--- src/dfb_pkg.sv ---
// Purpose: Shared constants and types for the DDR flash bus pin port
// Assumes: Core clock 40 MHz; link clock is sampled, never used as a clock
// Notes:

`default_nettype none
package dfb_pkg;

  localparam int DFB_DATA_W = 8;
  localparam int DFB_WORD_W = 16;
  localparam int DFB_CA_WORDS = 3;
  localparam int DFB_RD_DEPTH = 2;
  localparam int DFB_TMO_W = 16;
  localparam int DFB_RW_BIT = 7;
  localparam logic [1:0] DFB_CA_LAST = 2'h2;
  localparam logic [DFB_TMO_W-1:0] DFB_TMO_RESET = 16'h0000;
  localparam logic [DFB_DATA_W-1:0] DFB_DQ_RESET = 8'h00;

  typedef enum logic [2:0] {
    DFB_ST_INIT,
    DFB_ST_ARRAY_READ,
    DFB_ST_CA,
    DFB_ST_WRITE,
    DFB_ST_READ
  } dfb_bus_state_t;

  typedef enum logic [1:0] {
    DFB_POR_ACTIVE,
    DFB_POR_TIMEOUT,
    DFB_POR_RELEASED
  } dfb_por_state_t;

  typedef struct packed {
    logic is_ca;
    logic [1:0] ca_index;
    logic [DFB_WORD_W-1:0] word;
  } dfb_rx_word_t;

  typedef struct packed {
    logic [DFB_DATA_W-1:0] dq;
    logic dq_oe;
    logic strobe;
    logic strobe_oe;
  } dfb_pad_t;

endpackage
`default_nettype wire

--- src/dfb_pin_port.sv ---
// Purpose: Device-side pin logic of a DDR octal flash bus port
// Assumes: Link clocks sampled by clk_i through two flip-flops; pad tristate resolved outside
// Notes: Read words come from the core through a two-entry buffer; received words are held valid until rx_ready_i takes them or the next word replaces them
`timescale 1ns/1ps
`default_nettype none

module dfb_pin_port
  import dfb_pkg::*;
#(
  parameter bit LOW_VOLTAGE = 1'b1,
  parameter int RD_DEPTH = DFB_RD_DEPTH
)
(
  input wire logic clk_i,
  input wire logic reset_n_i,
  input wire logic cs_n_i,
  input wire logic ck_i,
  input wire logic clock_complement_i,
  input wire logic phase_shifted_strobe_clock_i,
  input wire logic phase_shifted_strobe_clock_n_i,
  input wire logic [DFB_DATA_W-1:0] dq_i,
  input wire logic hw_reset_n_i,
  input wire logic psc_enable_i,
  input wire logic por_done_i,
  input wire logic [DFB_TMO_W-1:0] por_timeout_i,
  input wire logic event_i,
  input wire logic event_clear_i,
  input wire logic rd_valid_i,
  input wire logic [DFB_WORD_W-1:0] rd_data_i,
  input wire logic rx_ready_i,
  output logic [DFB_DATA_W-1:0] dq_o,
  output logic dq_oe_o,
  output logic read_data_strobe_o,
  output logic read_data_strobe_oe_o,
  output logic event_n_o,
  output logic event_oe_o,
  output logic power_on_reset_out_n_o,
  output logic power_on_reset_out_oe_o,
  output logic standby_o,
  output logic rd_ready_o,
  output logic rx_valid_o,
  output var dfb_rx_word_t rx_word_o,
  output logic rx_overflow_o
);

  // ----------------------------------------------------------------
  // Input synchronisers
  // ----------------------------------------------------------------
  logic [5:0] sync1_ff;
  logic [5:0] sync2_ff;
  logic [DFB_DATA_W-1:0] dq_s1_ff;
  logic [DFB_DATA_W-1:0] dq_s2_ff;
  wire [5:0] raw_in = {hw_reset_n_i, phase_shifted_strobe_clock_n_i, phase_shifted_strobe_clock_i,
                       clock_complement_i, ck_i, cs_n_i};
  always_ff @(posedge clk_i or negedge reset_n_i)
  begin
    if (!reset_n_i)
    begin
      sync1_ff <= 6'h21;
      sync2_ff <= 6'h21;
      dq_s1_ff <= DFB_DQ_RESET;
      dq_s2_ff <= DFB_DQ_RESET;
    end
    else
    begin
      sync1_ff <= raw_in;
      sync2_ff <= sync1_ff;
      dq_s1_ff <= dq_i;
      dq_s2_ff <= dq_s1_ff;
    end
  end
  wire cs_n_s = sync2_ff[0];
  wire ck_s = sync2_ff[1];
  wire ckc_s = sync2_ff[2];
  wire psc_s = sync2_ff[3];
  wire pscn_s = sync2_ff[4];
  wire hw_reset_n_s = sync2_ff[5];

  // ----------------------------------------------------------------
  // Clock crossing detection
  // ----------------------------------------------------------------
  // Low-voltage part resolves the pair; otherwise complement is ignored
  wire ck_set = LOW_VOLTAGE ? (ck_s && !ckc_s) : ck_s;
  wire ck_clr = LOW_VOLTAGE ? (!ck_s && ckc_s) : !ck_s;
  wire psc_set = LOW_VOLTAGE ? (psc_s && !pscn_s) : psc_s;
  wire psc_clr = LOW_VOLTAGE ? (!psc_s && pscn_s) : !psc_s;
  logic ck_lvl_ff;
  logic psc_lvl_ff;
  logic cs_n_d_ff;
  wire nxt_ck_lvl = ck_set ? 1'b1 : (ck_clr ? 1'b0 : ck_lvl_ff);
  wire nxt_psc_lvl = psc_set ? 1'b1 : (psc_clr ? 1'b0 : psc_lvl_ff);
  always_ff @(posedge clk_i or negedge reset_n_i)
  begin
    if (!reset_n_i)
    begin
      ck_lvl_ff <= 1'b0;
      psc_lvl_ff <= 1'b0;
      cs_n_d_ff <= 1'b1;
    end
    else
    begin
      ck_lvl_ff <= nxt_ck_lvl;
      psc_lvl_ff <= nxt_psc_lvl;
      cs_n_d_ff <= cs_n_s;
    end
  end
  wire ck_rise = nxt_ck_lvl && !ck_lvl_ff;
  wire ck_fall = !nxt_ck_lvl && ck_lvl_ff;
  // Strobe reference: phase-shifted clock when enabled, else main clock
  wire ref_rise = psc_enable_i ? (nxt_psc_lvl && !psc_lvl_ff) : ck_rise;
  wire ref_fall = psc_enable_i ? (!nxt_psc_lvl && psc_lvl_ff) : ck_fall;
  wire cs_start = cs_n_d_ff && !cs_n_s;
  wire cs_end = !cs_n_d_ff && cs_n_s;

  // ----------------------------------------------------------------
  // Read data buffer
  // ----------------------------------------------------------------
  localparam int PTR_W = (RD_DEPTH > 1) ? $clog2(RD_DEPTH) : 1;
  logic [DFB_WORD_W-1:0] buf_mem_ff [RD_DEPTH];
  logic [PTR_W-1:0] wr_ptr_ff;
  logic [PTR_W-1:0] rd_ptr_ff;
  logic [PTR_W:0] count_ff;
  logic buf_pop;
  wire buf_full = (count_ff == (PTR_W+1)'(RD_DEPTH));
  wire buf_empty = (count_ff == '0);
  wire buf_push = rd_valid_i && !buf_full;
  wire [DFB_WORD_W-1:0] buf_head = buf_mem_ff[rd_ptr_ff];
  wire [PTR_W-1:0] wr_ptr_inc = (wr_ptr_ff == PTR_W'(RD_DEPTH-1)) ? '0 : wr_ptr_ff + 1'b1;
  wire [PTR_W-1:0] rd_ptr_inc = (rd_ptr_ff == PTR_W'(RD_DEPTH-1)) ? '0 : rd_ptr_ff + 1'b1;
  assign rd_ready_o = !buf_full;
  generate
    for (genvar i = 0; i < RD_DEPTH; i++)
    begin : g_buf
      always_ff @(posedge clk_i or negedge reset_n_i)
      begin
        if (!reset_n_i)
          buf_mem_ff[i] <= '0;
        else if (buf_push && wr_ptr_ff == PTR_W'(i))
          buf_mem_ff[i] <= rd_data_i;
      end
    end
  endgenerate
  always_ff @(posedge clk_i or negedge reset_n_i)
  begin
    if (!reset_n_i)
    begin
      wr_ptr_ff <= '0;
      rd_ptr_ff <= '0;
      count_ff <= '0;
    end
    else
    begin
      if (buf_push)
        wr_ptr_ff <= wr_ptr_inc;
      if (buf_pop)
        rd_ptr_ff <= rd_ptr_inc;
      count_ff <= count_ff + (PTR_W+1)'(buf_push) - (PTR_W+1)'(buf_pop);
    end
  end

  // ----------------------------------------------------------------
  // Bus transaction state machine
  // ----------------------------------------------------------------
  dfb_bus_state_t state_ff;
  dfb_bus_state_t nxt_state;
  logic [1:0] ca_cnt_ff;
  logic [DFB_DATA_W-1:0] hi_byte_ff;
  logic is_read_ff;
  logic hi_sent_ff;
  dfb_pad_t pad_ff;
  dfb_pad_t nxt_pad;
  wire in_reset = !hw_reset_n_s;
  wire ca_done = (state_ff == DFB_ST_CA) && ck_fall && (ca_cnt_ff == DFB_CA_LAST);
  wire word_done = ck_fall && ((state_ff == DFB_ST_CA) || (state_ff == DFB_ST_WRITE));
  wire launch_hi = (state_ff == DFB_ST_READ) && ref_rise && !buf_empty && !hi_sent_ff;
  wire launch_lo = (state_ff == DFB_ST_READ) && ref_fall && hi_sent_ff;
  assign buf_pop = launch_lo;
  always_comb
  begin
    nxt_state = state_ff;
    case (state_ff)
      DFB_ST_INIT:
        nxt_state = DFB_ST_ARRAY_READ;
      DFB_ST_ARRAY_READ:
        if (cs_start)
          nxt_state = DFB_ST_CA;
      DFB_ST_CA:
        if (ca_done)
          nxt_state = is_read_ff ? DFB_ST_READ : DFB_ST_WRITE;
      DFB_ST_WRITE, DFB_ST_READ:
        nxt_state = state_ff;
      default:
        nxt_state = DFB_ST_INIT;
    endcase
    if (cs_end || (cs_n_s && state_ff != DFB_ST_INIT))
      nxt_state = (state_ff == DFB_ST_INIT) ? DFB_ST_ARRAY_READ : DFB_ST_ARRAY_READ;
    if (in_reset)
      nxt_state = DFB_ST_INIT;
  end
  always_comb
  begin
    nxt_pad = pad_ff;
    if (launch_hi)
    begin
      nxt_pad.dq = buf_head[DFB_WORD_W-1:DFB_DATA_W];
      nxt_pad.strobe = 1'b1;
    end
    else if (launch_lo)
    begin
      nxt_pad.dq = buf_head[DFB_DATA_W-1:0];
      nxt_pad.strobe = 1'b0;
    end
    nxt_pad.dq_oe = (nxt_state == DFB_ST_READ);
    nxt_pad.strobe_oe = (nxt_state == DFB_ST_READ);
    if (in_reset || cs_n_s)
    begin
      nxt_pad.dq_oe = 1'b0;
      nxt_pad.strobe_oe = 1'b0;
      nxt_pad.strobe = 1'b0;
    end
  end
  always_ff @(posedge clk_i or negedge reset_n_i)
  begin
    if (!reset_n_i)
    begin
      state_ff <= DFB_ST_INIT;
      pad_ff <= '0;
    end
    else
    begin
      state_ff <= nxt_state;
      pad_ff <= nxt_pad;
    end
  end
  always_ff @(posedge clk_i or negedge reset_n_i)
  begin
    if (!reset_n_i)
    begin
      ca_cnt_ff <= '0;
      hi_byte_ff <= DFB_DQ_RESET;
      is_read_ff <= 1'b0;
      hi_sent_ff <= 1'b0;
    end
    else
    begin
      if (nxt_state != DFB_ST_CA)
        ca_cnt_ff <= '0;
      else if (ck_fall)
        ca_cnt_ff <= ca_cnt_ff + 2'h1;
      // Rising edge carries the high byte of each word
      if (ck_rise)
        hi_byte_ff <= dq_s2_ff;
      if (ck_rise && state_ff == DFB_ST_CA && ca_cnt_ff == 2'h0)
        is_read_ff <= dq_s2_ff[DFB_RW_BIT];
      if (nxt_state != DFB_ST_READ)
        hi_sent_ff <= 1'b0;
      else if (launch_hi)
        hi_sent_ff <= 1'b1;
      else if (launch_lo)
        hi_sent_ff <= 1'b0;
    end
  end
  assign dq_o = pad_ff.dq;
  assign dq_oe_o = pad_ff.dq_oe;
  assign read_data_strobe_o = pad_ff.strobe;
  assign read_data_strobe_oe_o = pad_ff.strobe_oe;

  // ----------------------------------------------------------------
  // Received word output
  // ----------------------------------------------------------------
  dfb_rx_word_t rx_word_ff;
  logic rx_valid_ff;
  logic rx_ovf_ff;
  dfb_rx_word_t nxt_rx;
  always_comb
  begin
    nxt_rx.is_ca = (state_ff == DFB_ST_CA);
    nxt_rx.ca_index = ca_cnt_ff;
    nxt_rx.word = {hi_byte_ff, dq_s2_ff};
  end
  always_ff @(posedge clk_i or negedge reset_n_i)
  begin
    if (!reset_n_i)
    begin
      rx_word_ff <= '0;
      rx_valid_ff <= 1'b0;
      rx_ovf_ff <= 1'b0;
    end
    else
    begin
      rx_ovf_ff <= word_done && rx_valid_ff && !rx_ready_i && !in_reset;
      if (word_done && !in_reset)
      begin
        rx_word_ff <= nxt_rx;
        rx_valid_ff <= 1'b1;
      end
      else if (rx_ready_i)
        rx_valid_ff <= 1'b0;
    end
  end
  assign rx_valid_o = rx_valid_ff;
  assign rx_word_o = rx_word_ff;
  assign rx_overflow_o = rx_ovf_ff;

  // ----------------------------------------------------------------
  // Event output
  // ----------------------------------------------------------------
  logic event_ff;
  always_ff @(posedge clk_i or negedge reset_n_i)
  begin
    if (!reset_n_i)
      event_ff <= 1'b0;
    else if (event_i)
      event_ff <= 1'b1;
    else if (event_clear_i)
      event_ff <= 1'b0;
  end
  // Only ever pulls low or releases
  assign event_n_o = 1'b0;
  assign event_oe_o = event_ff;

  // ----------------------------------------------------------------
  // Power-on reset output
  // ----------------------------------------------------------------
  dfb_por_state_t por_ff;
  dfb_por_state_t nxt_por;
  logic [DFB_TMO_W-1:0] tmo_cnt_ff;
  wire tmo_hit = (tmo_cnt_ff >= por_timeout_i);
  always_comb
  begin
    nxt_por = por_ff;
    case (por_ff)
      DFB_POR_ACTIVE:
        if (por_done_i)
          nxt_por = DFB_POR_TIMEOUT;
      DFB_POR_TIMEOUT:
        if (tmo_hit)
          nxt_por = DFB_POR_RELEASED;
      DFB_POR_RELEASED:
        nxt_por = DFB_POR_RELEASED;
      default:
        nxt_por = DFB_POR_ACTIVE;
    endcase
  end
  always_ff @(posedge clk_i or negedge reset_n_i)
  begin
    if (!reset_n_i)
    begin
      por_ff <= DFB_POR_ACTIVE;
      tmo_cnt_ff <= DFB_TMO_RESET;
    end
    else
    begin
      por_ff <= nxt_por;
      if (por_ff == DFB_POR_TIMEOUT && !tmo_hit)
        tmo_cnt_ff <= tmo_cnt_ff + 16'h0001;
    end
  end
  assign power_on_reset_out_n_o = 1'b0;
  assign power_on_reset_out_oe_o = (por_ff != DFB_POR_RELEASED);
  // Standby from the release onward while the bus state is DFB_ST_ARRAY_READ
  assign standby_o = (por_ff == DFB_POR_RELEASED) && (state_ff == DFB_ST_ARRAY_READ);

endmodule // dfb_pin_port

`default_nettype wire

--- config.mk ---
export PLATFORM = sky130hd
export DESIGN_NAME = dfb_pin_port
export DESIGN_NICKNAME = d
export VERILOG_FILES = /design/src/dfb_pkg.sv /design/src/dfb_pin_port.sv
export SDC_FILE = /design/constraint.sdc
export NUM_CORES = 1
export LEC_CHECK = 0
export BUFFER_PORTS_ARGS = -buffer_cell sky130_fd_sc_hd__buf_2
export CAP_MARGIN = 20
export CORE_MARGIN = 4
export CORE_UTILIZATION = 53
export CTS_BUF_LIST = sky130_fd_sc_hd__clkbuf_4
export CTS_CLUSTER_SIZE = 14
export DETAILED_ROUTE_END_ITERATION = 12
export PLACE_DENSITY_LB_ADDON = 0.08
export SKIP_LAST_GASP = 1
export SYNTH_ARGS = -nofsm -noshare
export SYNTH_HDL_FRONTEND = slang
export SYNTH_SLANG_ARGS = --single-unit
--- constraint.sdc ---
create_clock -name clk_i -period 2 [get_ports clk_i]
set_input_delay 0.1 -clock clk_i [delete_from_list [all_inputs] [get_ports clk_i]]
set_output_delay 0.1 -clock clk_i [all_outputs]
set_load 0.03 [all_outputs]
## Word-level counts from Yosys, hierarchy flattened

Cells that the tools add are included.

- Bits in registers: 133
- Input bits: 54
- Output and inout bits: 38

- Add/sub/neg operators: 6
- Order comparisons: 2
- Equal/unequal tests: 14
- Mux-type cells: 32
- Bitwise gates (word level): 2
- Reductions and logical operators: 62

Operators with widths:

| kind | number |
|---|---|
| two-way mux 16 bit | 3 |
| logical AND 1 bit | 30 |
| two-way mux 3 bit | 6 |
| adder 16 x 1 -> 16 bit, second input constant | 1 |
| greater-or-equal comparator 16 bit | 1 |
| logical NOT 1 bit | 16 |
| two-way mux 8 bit | 2 |
| two-way mux 1 bit | 15 |
| case mux 3 bit (4 select lines) | 1 |
| nonzero test 3 bit | 3 |
| two-way mux 2 bit | 4 |
| nonzero test 2 bit | 4 |
| == test 2 bit, second input constant | 3 |
| == test 3 x 2 -> 1 bit, second input constant | 2 |
| == test 3 bit, second input constant | 2 |
| logical NOT 2 bit | 3 |
| != test 2 bit, second input constant | 3 |
| case mux 2 bit (3 select lines) | 1 |
| == test 3 x 1 -> 1 bit, second input constant | 1 |
| logical NOT 3 bit | 1 |
| logical OR 1 bit | 3 |
| != test 3 x 2 -> 1 bit, second input constant | 1 |
| != test 3 bit, second input constant | 1 |
| adder 1 bit, second input constant | 2 |
| 9 further kinds | 9 |

## Logic depth before layout (Yosys ltp)

- Word-level depth: 14
- Depth in mapped cells: 10

## Worst setup path after synthesis

OpenSTA, ideal clock, no wires.

- Path type: register -> register
- Start point: register tmo_cnt_ff[3]
- End point: register tmo_cnt_ff[1]
- Data arrival time: 1855 ps
- Slack: 20 ps
- Stages on the path, launching flop included: 8
- Path buffers: 1
- Period minus slack after synthesis: 1980 ps
- Path through: dfrtp_1 ha_1 o211ai_1 a21oi_1 o41ai_2 a21oi_2 buf_6 mux2_2

- Cells in the longest elaborated chain, start to end: 3

RTL lines:

| element | RTL line | text |
|---|---|---|
| from (decl) | dfb_pin_port.sv:327 | `logic [DFB_TMO_W-1:0] tmo_cnt_ff;` |
| from (signal assigned) | dfb_pin_port.sv:356 | `tmo_cnt_ff <= tmo_cnt_ff + 16'h0001;` |
| greater-or-equal comparator 16 bit | dfb_pin_port.sv:328 | `wire tmo_hit = (tmo_cnt_ff >= por_timeout_i);` |
| logical NOT 1 bit | dfb_pin_port.sv:355 | `if (por_ff == DFB_POR_TIMEOUT && !tmo_hit)` |
| logical AND 1 bit | dfb_pin_port.sv:355 |  |

Every way passes these cells.
A chain may end at the register's enable or synchronous reset.

## Final worst setup path

- Start point: register tmo_cnt_ff[9]
- End point: register tmo_cnt_ff[1]

The elaborated chain is that of the path after synthesis.

==> flow_summary.json <==
{
  "startpoint_type": "register",
  "ant_nets": 0,
  "io_pins": 92,
  "power.density_mw_per_mm2": 1040,
  "core_area_mm2": 0.0103,
  "rrSetupSlack_ps": -70,
  "cts_tree": "done",
  "die_h_um": 111,
  "maxCapViolations": 0,
  "design_area_mm2": 0.00730,
  "ys_seq_elements": 132,
  "rsz0062_at_grt": "yes",
  "worst_slew_pin_slew_ps": 583,
  "yosysWarnings": 0,
  "finalWorstSetupSlack_ps": -73.7,
  "drt-total-wl_um": 11500,
  "drc": 0,
  "multi_input_comb_area_mm2": 0.00228,
  "dpl.cell_count": 712,
  "n_fill_cell": 778,
  "seq_area_mm2": 0.00331,
  "arrival_ps": 2470,
  "synth_area_mm2": 0.00563,
  "grt_pass1_vias": 4254,
  "crit_path_max_incr_delay_ps": 400,
  "h-tree-depth": 4,
  "grt.overflow.total": 0,
  "synth_top_area_share_pct": 56.5,
  "post-route-period-util_pct": 104,
  "die-area_mm2": 0.0123,
  "worst-path-buf-inv": 2,
  "clk_latency_ps": 510,
  "worst_setup_path_end_kind": "register",
  "p_leak_nw": 3.66,
  "dr_total_vias": 3956,
  "crit_chain": "ha_1, a21oi_2, o211ai_1, a211oi_2, buf_4, a21oi_4, buf_6, mux2_4",
  "stdcell_count": 788,
  "status": "finished, violations left",
  "dpl.hpwl_um": 7560,
  "nNetsFinal": 716,
  "max_freq_mhz": 482,
  "place_congestion": 0.816,
  "crit_fanout": 7,
  "area_growth_pct": 29.8,
  "cts_buffers": 17,
  "relSlewSlack_pct": 61.1,
  "hold_viol_final": 0,
  "synth_area_leaders": "dfrtp_1 56%, mux2_2 8.6%, ha_1 5.3%, nand2_1 4.5%, mux2i_1 4.3%",
  "antenna_found_initial": 0,
  "viasPerCell": 5.02,
  "cp.required_ps": 2400,
  "setup_viol": 10,
  "timing.hold.ws_ps": 153,
  "initial_core_util_pct": 54.5,
  "finClkSkew_ps": 13.1,
  "slowest_stage": "dfrtp_1",
  "cp_top_family": "compound AO/OA/AOI/OAI gates",
  "grt_pass1_wl_um": 19600,
  "clk_pin_slew_ps": 110,
  "cts_buffer_depth": 2,
  "cts_root_buf": "clkbuf_4",
  "drive_above_1_share_pct": 36.4,
  "grt_max_degree": 62,
  "ys_seq_area_share_pct": 58.8,
  "grt_use_total_pct": 19.7,
  "synth-async-reset-ratio_pct": 100,
  "detail_route.wl_per_cell_um": 14.6,
  "syn_avg_cell_area_um2": 12.0,
  "synth_edf_count": 0,
  "synthDistinctLibCells": 46,
  "postPlaceCellArea_mm2": 0.00644,
  "period_minus_slack_ps": 2070,
  "yosysMostFrequentCell": "dfrtp_1",
  "irDropWorstVdd_mv": 0.632,
  "synth_ff_type": "dfrtp_1",
  "first_pass_iters": 5,
  "die_w_um": 111,
  "io_buffer_count": 89,
  "violations": "setup timing",
  "rows": 37,
  "synth_top_cell_by_area": "dfrtp_1",
  "netlist_instances": 469,
  "drt_iter0_drc": 184,
  "slew_violations": 0,
  "hp-class": "input port to asynchronous set/reset pin",
  "clock_sinks": 132,
  "crit_type": "register to register",
  "synthTopCellsByCount": "127 x dfrtp_1, 67 x nand2_1, 43 x mux2_2"
}
-- flip-flops by register name, indices dropped and copies added (netlist names), 2 cells and up --
register,flops
count_ff,2
dq_s2_ff,8
dq_s1_ff,8
sync2_ff,6
rx_word_o,19
por_ff,2
hi_byte_ff,8
buf_mem_ff,32
dq_o,8
state_ff,3
ca_cnt_ff,2
sync1_ff,6
tmo_cnt_ff,16
-- repair_timing --
action,4_1_cts,5_1_grt
setup endpoints to repair,19,19
endpoints found under the hold margin,184,0
hold buffers,36,0
gates resized for setup,10,22
buffers inserted,5,3
pin swaps,2,14
gates cloned,1,0
-- metal layers --
layer / part of all wire [%] / global-route usage, %
met1: 43 / 24.1
met5: 0 / 0
met3: 4.0 / 5.90
met2: 52 / 32.2
met4: 1.5 / 9.00
-- cell usage in the layout, fill, tap and decap left out, types with 7 or more instances in the layout --
| master | instances |
|---|---|
| dfrtp_1 | 127 |
| buf_2 | 87 |
| nand2_1 | 67 |
| mux2_2 | 42 |
| buf_4 | 38 |
| dlygate4sd3_1 | 36 |
| nor2_1 | 25 |
| inv_1 | 24 |
| mux2i_1 | 24 |
| clkbuf_4 | 20 |
| ha_1 | 19 |
| a21oi_1 | 15 |
| xor2_1 | 13 |
| nand3_1 | 9 |
| o21ai_0 | 8 |
| nand2b_1 | 7 |
| xnor2_1 | 7 |
-- final timing paths --
kind,start,endpoint,depth (start not counted)
max,tmo_cnt_ff[9],tmo_cnt_ff[1],8
min,reset_n_i,rx_word_o[1],2
max reg2reg,tmo_cnt_ff[9],tmo_cnt_ff[1],8
min reg2reg,sync1_ff[4],sync2_ff[4],0
max in group asynchronous,reset_n_i,hi_byte_ff[4],3
min in group clk_i,hw_reset_n_i,sync1_ff[5],2
-- through the flow --
step           utilization (%)  power (mW)  setup slack [ps]  TNS, ps
2_1_floorplan                -        4.85              19.9        0
3_3_place_gp              62.4        5.40              -306    -2250
3_5_place_dp              62.4        5.51              -381    -2820
4_1_cts                   69.5        7.57             -88.1     -362
5_1_grt                   70.7        8.11              -137    -1530
6_report                  70.7        7.62             -73.7     -314
-- cell type report --
| class | instances | share of cell area, % |
|---|---|---|
| clock buffers | 20 | 2.06 |
| clock inverters | 12 | 1.90 |
| inverters | 26 | 1.34 |
| repair buffers | 166 | 15.8 |
| well taps | 136 | 2.33 |
| flip-flops and latches | 132 | 45.3 |
| multi-input cells | 295 | 31.2 |
| diodes | 1 | 0.0343 |
-- worst register-to-register path: cells and delay by family, from the launching register on --
family / cells / cell delay (ps)
adder cells (fa/ha/maj): 1 / 310
AO/OA/AOI/OAI: 4 / 660
multiplexers: 1 / 280
buffers and inverters: 2 / 320
flip-flops: 1 / 400
-- where the power goes --
| part | internal, mW | switching (mW) | total [mW] |
|---|---|---|---|
| combinational | 1.18 | 1.08 | 2.26 |
| clock | 0.892 | 0.919 | 1.81 |
| sequential | 3.24 | 0.302 | 3.54 |
| total | 5.31 | 2.30 | 7.62 |
-- kinds of logic after synthesis --
kind of cell / synth area share (%)
simple gates: 11.5
flops: 58.8
mux: 12.9
compound gates: 4.76
buf+inv: 3.49
fa+ha+maj: 5.34
xor+xnor: 3.11
other cells: 0.0667
Note: power is estimated with default switching activity, not from simulation.
